File: config.mk
export PLATFORM = sky130hd
export DESIGN_NAME = setup_save_recall_keys
export DESIGN_NICKNAME = d
export VERILOG_FILES = /design/src/rtl/setup_save_recall_keys.v /design/src/rtl/setup_nvram.v
export VERILOG_INCLUDE_DIRS = /design/src /design/src/rtl
export SDC_FILE = /design/constraint.sdc
export NUM_CORES = 1
export LEC_CHECK = 0
export BUFFER_PORTS_ARGS = -buffer_cell sky130_fd_sc_hd__buf_2
export CORE_UTILIZATION = 65
export DETAILED_ROUTE_END_ITERATION = 12
export PLACE_DENSITY = 0.85
export SYNTH_ARGS = -nofsm -noshare
export SYNTH_HDL_FRONTEND = slang
export SYNTH_HIERARCHICAL = 1
export SYNTH_SLANG_ARGS = --single-unit
File: constraint.sdc
create_clock -name clk_in -period 6.05 [get_ports clk_in]
set_input_delay 0 -clock clk_in [delete_from_list [all_inputs] [get_ports clk_in]]
set_output_delay 0 -clock clk_in [all_outputs]
set_load 0.02 [all_outputs]
File: src/rtl/setup_keys_consts.vh
`ifndef SETUP_KEYS_CONSTS_VH
`define SETUP_KEYS_CONSTS_VH
// command letters and execute character
`define CH_SAVE 8'h4c
`define CH_RECALL 8'h41
`define CH_HIT 8'h48
`define CH_EXEC 8'h58
`define CH_COMMA 8'h2c
`define CH_MINUS 8'h2d
`define CH_ZERO 8'h30
`define CH_NINE 8'h39
`define CH_SPACE 8'h20
// command options
`define OPT_SLOT1 8'h01
`define OPT_SLOT2 8'h02
`define OPT_CAL 8'h04
`define OPT_CALSTORE 8'h05
`define OPT_DEFAULT 8'h00
// key code and calibration voltage limits
`define KEY_MIN 8'h01
`define KEY_MAX 8'h26
`define KEY_SCAN 8'h09
`define KEY_DIGIT_LO 8'h18
`define KEY_DIGIT_HI 8'h21
`define CAL_LIMIT 16'h00c8
// setup word and memory layout
`define CFG_W 64
`define CAL_W 32
`define CH_W 1
`define ADDR_W 3
`define SLOT_CAL 2'h3
`define FACTORY_CFG 64'h0000_0000_0000_0000
`define NUM_W 16
`define SLOT_ONE 2'h1
// option accumulator: beyond this value one more digit could wrap 8 bits
`define OPT_ACC_MAX 8'h18
`define OPT_SAT 8'hff
`endif

File: src/rtl/setup_save_recall_keys.v
// Overview of operation
// - save option 1 or 2 writes current configuration into slot 1 or 2.
// - calibrate option takes a volt value within -200 to +200, calibrates channel.
// - store-calibration writes selected channel's calibration constants permanently.
// - setups are kept per channel; save uses the channel selected beforehand.
// - a setup holds zero, filter, range, trigger, rate, size, math, coupling, address, format.
// - power-up and device clear restore setup slot 1.
// - recall 0 loads factory defaults, 1 loads slot 1, 2 loads slot 2.
// - as delivered both slots equal the factory default configuration.
// - key codes 1 to 38 act as button presses; 24 to 33 are digits.
// - key code matches the code reported in the machine status word.
// - multi-key sequences arrive as successive key commands, executed in order.
// - key code 9 is reserved for a scanner and does nothing; here no key press, but key code and status word still become 9.
// - commands are buffered and executed on the execute character; bus held off.
`timescale 1ns/1ps
`default_nettype none
`include "setup_keys_consts.vh"
module setup_save_recall_keys (
    input wire clk_in,
    input wire rst_b_in,
    input wire dev_clear_in,
    input wire cmd_valid_in,
    input wire [7:0] cmd_char_in,
    input wire hold_off_en_in,
    input wire channel_in,
    input wire [63:0] cur_cfg_in,
    input wire [31:0] cal_const_in,
    output wire cmd_ready_out,
    output wire bus_hold_off_out,
    output reg cfg_load_out,
    output reg [63:0] cfg_data_out,
    output reg cfg_channel_out,
    output reg cal_start_out,
    output reg [15:0] cal_volts_out,
    output reg cal_neg_out,
    output reg key_press_out,
    output reg [7:0] key_code_out,
    output reg key_digit_out,
    output reg [7:0] machine_status_word_out,
    output reg error_out
);
    localparam S_IDLE = 5'h01;
    localparam S_EXEC = 5'h02;
    localparam S_READ = 5'h04;
    localparam S_LOAD = 5'h08;
    localparam S_INIT = 5'h10;
    reg [4:0] state_q;
    reg [7:0] letter_q;
    reg [7:0] opt_q;
    reg [15:0] num_q;
    reg neg_q;
    reg in_num_q;
    reg have_opt_q;
    reg init_ch_q;
    reg ch_q;
    reg [1:0] slot_q;
    reg factory_q;
    reg wr_en;
    reg [2:0] wr_addr;
    reg [63:0] wr_data;
    wire [63:0] rd_data;
    wire is_digit;
    wire [7:0] dval;
    wire [15:0] num_next;
    assign is_digit = (cmd_char_in >= `CH_ZERO) && (cmd_char_in <= `CH_NINE);
    assign dval = cmd_char_in - `CH_ZERO;
    assign num_next = ((num_q << 3) + (num_q << 1)) + {8'h00, dval};
    // accept characters only while idle; hold the bus off during processing
    assign cmd_ready_out = (state_q == S_IDLE);
    assign bus_hold_off_out = hold_off_en_in && (state_q != S_IDLE);
    setup_nvram nvram_u (
        .clk_in(clk_in),
        .rst_b_in(rst_b_in),
        .wr_en_in(wr_en),
        .addr_in(wr_addr),
        .wr_data_in(wr_data),
        .rd_addr_in({ch_q, slot_q}),
        .rd_data_out(rd_data)
    );
    // save and calibration writes, decoded combinationally in the execute state
    always @* begin
        wr_en = 1'b0;
        wr_addr = {channel_in, 2'h0};
        wr_data = cur_cfg_in;
        if (state_q == S_EXEC && letter_q == `CH_SAVE && have_opt_q) begin
            if (opt_q == `OPT_SLOT1 || opt_q == `OPT_SLOT2) begin
                wr_en = 1'b1;
                wr_addr = {channel_in, opt_q[1:0]};
            end else if (opt_q == `OPT_CALSTORE) begin
                wr_en = 1'b1;
                wr_addr = {channel_in, `SLOT_CAL};
                wr_data = {32'h0000_0000, cal_const_in};
            end
        end
    end
    always @(posedge clk_in or negedge rst_b_in) begin
        if (!rst_b_in) begin
            state_q <= S_INIT;
            letter_q <= 8'h00;
            opt_q <= 8'h00;
            num_q <= 16'h0000;
            neg_q <= 1'b0;
            in_num_q <= 1'b0;
            have_opt_q <= 1'b0;
            init_ch_q <= 1'b0;
            ch_q <= 1'b0;
            slot_q <= `SLOT_ONE;
            factory_q <= 1'b0;
            cfg_load_out <= 1'b0;
            cfg_data_out <= `FACTORY_CFG;
            cfg_channel_out <= 1'b0;
            cal_start_out <= 1'b0;
            cal_volts_out <= 16'h0000;
            cal_neg_out <= 1'b0;
            key_press_out <= 1'b0;
            key_code_out <= 8'h00;
            key_digit_out <= 1'b0;
            machine_status_word_out <= 8'h00;
            error_out <= 1'b0;
        end else begin
            cfg_load_out <= 1'b0;
            cal_start_out <= 1'b0;
            key_press_out <= 1'b0;
            if (dev_clear_in) begin
                // device clear drops the pending command and reloads slot 1
                state_q <= S_INIT;
                init_ch_q <= 1'b0;
                letter_q <= 8'h00;
                have_opt_q <= 1'b0;
                in_num_q <= 1'b0;
                error_out <= 1'b0;
            end else begin
                case (state_q)
                    S_INIT: begin
                        // restore slot 1 on each channel in turn
                        ch_q <= init_ch_q;
                        slot_q <= `SLOT_ONE;
                        factory_q <= 1'b0;
                        state_q <= S_READ;
                    end
                    S_IDLE: begin
                        if (cmd_valid_in) begin
                            if (cmd_char_in == `CH_EXEC) begin
                                state_q <= S_EXEC;
                            end else if (cmd_char_in == `CH_SAVE || cmd_char_in == `CH_RECALL
                                         || cmd_char_in == `CH_HIT) begin
                                letter_q <= cmd_char_in;
                                opt_q <= 8'h00;
                                num_q <= 16'h0000;
                                neg_q <= 1'b0;
                                in_num_q <= 1'b0;
                                have_opt_q <= 1'b0;
                            end else if (cmd_char_in == `CH_COMMA) begin
                                in_num_q <= 1'b1;
                            end else if (cmd_char_in == `CH_MINUS && in_num_q) begin
                                neg_q <= 1'b1;
                            end else if (is_digit && in_num_q) begin
                                // stop once past the limit so a long value cannot wrap
                                if (num_q <= `CAL_LIMIT) begin
                                    num_q <= num_next;
                                end
                            end else if (is_digit) begin
                                // long options saturate to an invalid code
                                if (opt_q > `OPT_ACC_MAX) begin
                                    opt_q <= `OPT_SAT;
                                end else begin
                                    opt_q <= ((opt_q << 3) + (opt_q << 1)) + dval;
                                end
                                have_opt_q <= 1'b1;
                            end
                        end
                    end
                    S_EXEC: begin
                        state_q <= S_IDLE;
                        have_opt_q <= 1'b0;
                        letter_q <= 8'h00;
                        in_num_q <= 1'b0;
                        if (have_opt_q && letter_q == `CH_SAVE) begin
                            if (opt_q == `OPT_CAL) begin
                                if (num_q <= `CAL_LIMIT) begin
                                    cal_start_out <= 1'b1;
                                    cal_volts_out <= num_q;
                                    cal_neg_out <= neg_q;
                                end else begin
                                    error_out <= 1'b1;
                                end
                            end else if (opt_q != `OPT_SLOT1 && opt_q != `OPT_SLOT2
                                         && opt_q != `OPT_CALSTORE) begin
                                error_out <= 1'b1;
                            end
                        end else if (have_opt_q && letter_q == `CH_RECALL) begin
                            // recall affects the selected channel only
                            if (opt_q == `OPT_DEFAULT) begin
                                cfg_load_out <= 1'b1;
                                cfg_data_out <= `FACTORY_CFG;
                                cfg_channel_out <= channel_in;
                            end else if (opt_q == `OPT_SLOT1 || opt_q == `OPT_SLOT2) begin
                                ch_q <= channel_in;
                                slot_q <= opt_q[1:0];
                                factory_q <= 1'b1;
                                state_q <= S_READ;
                            end else begin
                                error_out <= 1'b1;
                            end
                        end else if (have_opt_q && letter_q == `CH_HIT) begin
                            if (opt_q >= `KEY_MIN && opt_q <= `KEY_MAX) begin
                                // scan key accepted without a press; key code and status word still update
                                key_press_out <= (opt_q != `KEY_SCAN);
                                key_code_out <= opt_q;
                                key_digit_out <= (opt_q >= `KEY_DIGIT_LO)
                                    && (opt_q <= `KEY_DIGIT_HI);
                                machine_status_word_out <= opt_q;
                            end else begin
                                error_out <= 1'b1;
                            end
                        end else if (letter_q != 8'h00) begin
                            error_out <= 1'b1;
                        end
                    end
                    S_READ: begin
                        state_q <= S_LOAD;
                    end
                    S_LOAD: begin
                        cfg_load_out <= 1'b1;
                        cfg_data_out <= rd_data;
                        cfg_channel_out <= ch_q;
                        if (!factory_q && !init_ch_q) begin
                            init_ch_q <= 1'b1;
                            state_q <= S_INIT;
                        end else begin
                            state_q <= S_IDLE;
                        end
                    end
                    default: begin
                        state_q <= S_IDLE;
                    end
                endcase
            end
        end
    end
endmodule // setup_save_recall_keys
`default_nettype wire

File: src/rtl/setup_nvram.v
`timescale 1ns/1ps
`default_nettype none
`include "setup_keys_consts.vh"
// setup and calibration store, addressed by {channel, slot}
module setup_nvram (
    input wire clk_in,
    input wire rst_b_in,
    input wire wr_en_in,
    input wire [2:0] addr_in,
    input wire [63:0] wr_data_in,
    input wire [2:0] rd_addr_in,
    output reg [63:0] rd_data_out
);
    reg [63:0] mem_q [0:7];
    integer i;
    // every slot starts equal to the factory configuration
    always @(posedge clk_in or negedge rst_b_in) begin
        if (!rst_b_in) begin
            for (i = 0; i < 8; i = i + 1) begin
                mem_q[i] <= `FACTORY_CFG;
            end
            rd_data_out <= `FACTORY_CFG;
        end else begin
            if (wr_en_in) begin
                mem_q[addr_in] <= wr_data_in;
            end
            rd_data_out <= mem_q[rd_addr_in];
        end
    end
endmodule // setup_nvram
`default_nettype wire

==> out/results.ini <==
[timing]
hold_viol=0
slew_headroom_pct=22.8
post-route-period-util_pct=69.1
fmax_ghz=0.239
setup_viol=0
period_needed_ns=4.18
setup_tns_ns=0
rsz0062_at_grt=false
clock_skew_ns=0.0182
tightest_slew_ns=1.16
drv_slew=0
fin_ws_ns=1.87

[synth]
muxShareOfSynthArea_pct=31.0
synth-simple-area-share_pct=6.18
synth_edf_count=0
yosys.area_share.adder_pct=1.96
yosys.area_share.xor_xnor_pct=0.570
synth_area_per_cell_um2=14.6
synth_compound_area_share_pct=2.12
synth_cell_types=71
ys_ff_latch=716
synth_warnings=6
synth_top_family_by_area=multiplexers
syn_nets=2361
synthCells=2207
synth_area_um2=32300
synth_flop_cell=dfrtp_1
async_flop_share_pct=100
synth-seq-area-share_pct=55.5

[clock_network]
cts_sinks=716
cts_root_buf=clkbuf_16
cts.repair.resized=0
clk_latency_ns=0.60
cts_hold_buf=105
clock_path_buffers=3
numCtsBuffers=72
path_clk_slew_ns=0.06
post_cts_buffers=0
htreeDepth=3
cts_tree=done

[critical_path]
cp-end-kind=register
ff2ff_setup_slack_ns=1.87
start_kind=register
crit_type=reg2reg
cp_max_fo=64
worstPathArrival_ns=4.65
required_ns=6.52

[finish]
finalNetCount=2640
drive_gt1_share_pct=44.3
final_core_utilization_pct=76.0
area_growth_pct=15.2
n_antenna_cell=0
fin_cells=3201

[die]
io_pins=215
core_area_um2=49000
die_w_um=225
die-area_um2=50600
start_util_pct=65.9
rows=81
die_h_um=225

[global_routing]
grt_max_degree=196
grt_pass1_wl_um=119000
grt_usage_pct=30.5
antenna_found_initial=0
grt_pass1_vias=21400
overflow=0

[power_and_ir_drop]
power_density_nw_per_um2=268
p_leak_nw=19.1
finalPower_mw=9.98
vdd_drop_max_mv=0.195

[drt]
post_drt_wl_per_cell_um=23.4
ant_nets=0
dr.pass1.iters=7
drc=0
drt_wl_total_um=74900
drt_iter0_markers=1380
vias=19800
via_per_inst=6.20

[place]
hpwl_um=41800
preCtsSetupSlack_ns=2.16
port_buffers=214
placed_cells=2971
place.gp.congestion=0.879

[status]
outcome=completed

[hold_path]
hold_path_class=in2reg

[job]
maxCapViolCount=0

-- final timing paths --
path,depth (start not counted),start,to
worst max-delay path,8,state_q[0],nvram_u/mem_q[392]
worst min-delay path,3,cur_cfg_in[40],nvram_u/mem_q[360]
worst max register to register,8,state_q[0],nvram_u/mem_q[392]
worst min register to register,1,factory_q,state_q[4]
max in group asynchronous,3,rst_b_in,nvram_u/mem_q[213]
min in group asynchronous,2,rst_b_in,num_q[2]
-- critical path: stages (launching register included) --
cell,delay [ns]
dfrtp_1,0.43
nor2_1,0.22
nand3_2,0.20
or3_4,0.46
nor3b_4,0.42
nand2_4,0.69
mux2_4,0.58
dlygate4sd3_1,0.71
mux2_2,0.32
-- cell usage after synthesis (all sizes together), types with 3 or more instances --
cell type | instances | area (µm²)
nand4 | 5 | 46.3
mux2 | 621 | 7100
o21ai | 37 | 193
nor4b | 3 | 26.3
and4bb | 3 | 37.5
nand3 | 71 | 360
o41ai | 3 | 33.8
a21o | 5 | 37.5
nand4b | 6 | 52.6
nor2b | 3 | 18.8
nand2 | 185 | 704
o31ai | 5 | 37.5
o21a | 4 | 30.0
nand2b | 3 | 18.8
clkbuf | 31 | 116
or3 | 5 | 41.3
ha | 33 | 413
xor2 | 11 | 96.3
o211ai | 3 | 22.5
buf | 106 | 653
a31oi | 9 | 56.3
nor4 | 5 | 31.3
fa | 11 | 220
a21oi | 28 | 144
inv | 25 | 93.8
nor2 | 39 | 146
xnor2 | 10 | 87.6
mux4 | 128 | 2880
nor3 | 16 | 96.4
dfrtp | 714 | 17900
and2 | 46 | 288
a22o | 4 | 35.0
-- cells in the final DEF, fill, tap and decap left out, types with 5 or more instances in the layout --
cell type,netlist,layout
clkbuf_16,0,78
and2_1,46,46
buf_12,0,5
nand3_1,70,70
o21ai_0,31,31
nand2_1,183,183
clkinv_2,0,6
xor2_1,11,11
dfrtp_1,714,712
clkbuf_8,0,14
a31oi_1,9,9
nor3_1,14,14
clkbuf_1,31,18
inv_1,23,22
buf_4,17,18
buf_2,63,213
mux2_4,28,28
dlygate4sd3_1,0,105
bufinv_16,0,6
mux4_2,128,128
fa_1,11,11
mux2_2,593,593
xnor2_1,10,10
nor2_1,39,39
ha_1,33,33
nor4_1,5,5
o31ai_1,5,5
a21oi_1,27,27
nand4b_1,6,6
-- metal layers --
metal | up-vias | track usage (%) | wire (µm)
met2 | 613 | 51.4 | 38200
met5 | - | 0 | 0
li1 | 8555 | - | -
met4 | 0 | 10.2 | 1950
met1 | 10500 | 40.9 | 31300
met3 | 145 | 4.55 | 3500
-- power by group --
group	internal, mW	total (mW)	switching, mW
Clock	2.77	4.59	1.82
Sequential	4.80	4.85	0.0436
Combinational	0.201	0.539	0.337
-- stage by stage --
step | area, µm² | hold WS [ns]
2_1_floorplan | 32300 | -0.296
3_3_place_gp | 33700 | 0.134
3_5_place_dp | 33700 | 0.146
4_1_cts | 37200 | 0.00767
5_1_grt | 37200 | 0.0504
6_report | 37200 | 0.0373
-- cells by family after synthesis --
family                   Yosys count
AO/OA/AOI/OAI                    109
XOR/XNOR                          21
adder cells (fa/ha/maj)           44
buffers and inverters            162
flip-flops                       716
multiplexers                     751
AND/OR/NAND/NOR                  404
-- flip-flops by register name, indices dropped and copies added (netlist names), 2 cells and up --
signal and cells:
cal_volts_out 16, cfg_data_out 64, letter_q 8, machine_status_word_out 8
num_q 16, nvram_u/mem_q 512, nvram_u/rd_data_out 64, opt_q 8
slot_q 2, state_q 5
-- cell type report --
type                       instances  area [µm²]
multi-input combinational       1329       13500
clock buffer                     110        2210
inverter                          25        93.8
timing repair buffer             342        2370
sequential                       716       17900
fill                            2744       11800
clock inverter                    15         243
tap                              664         831
(Power assumes the default switching activity.)
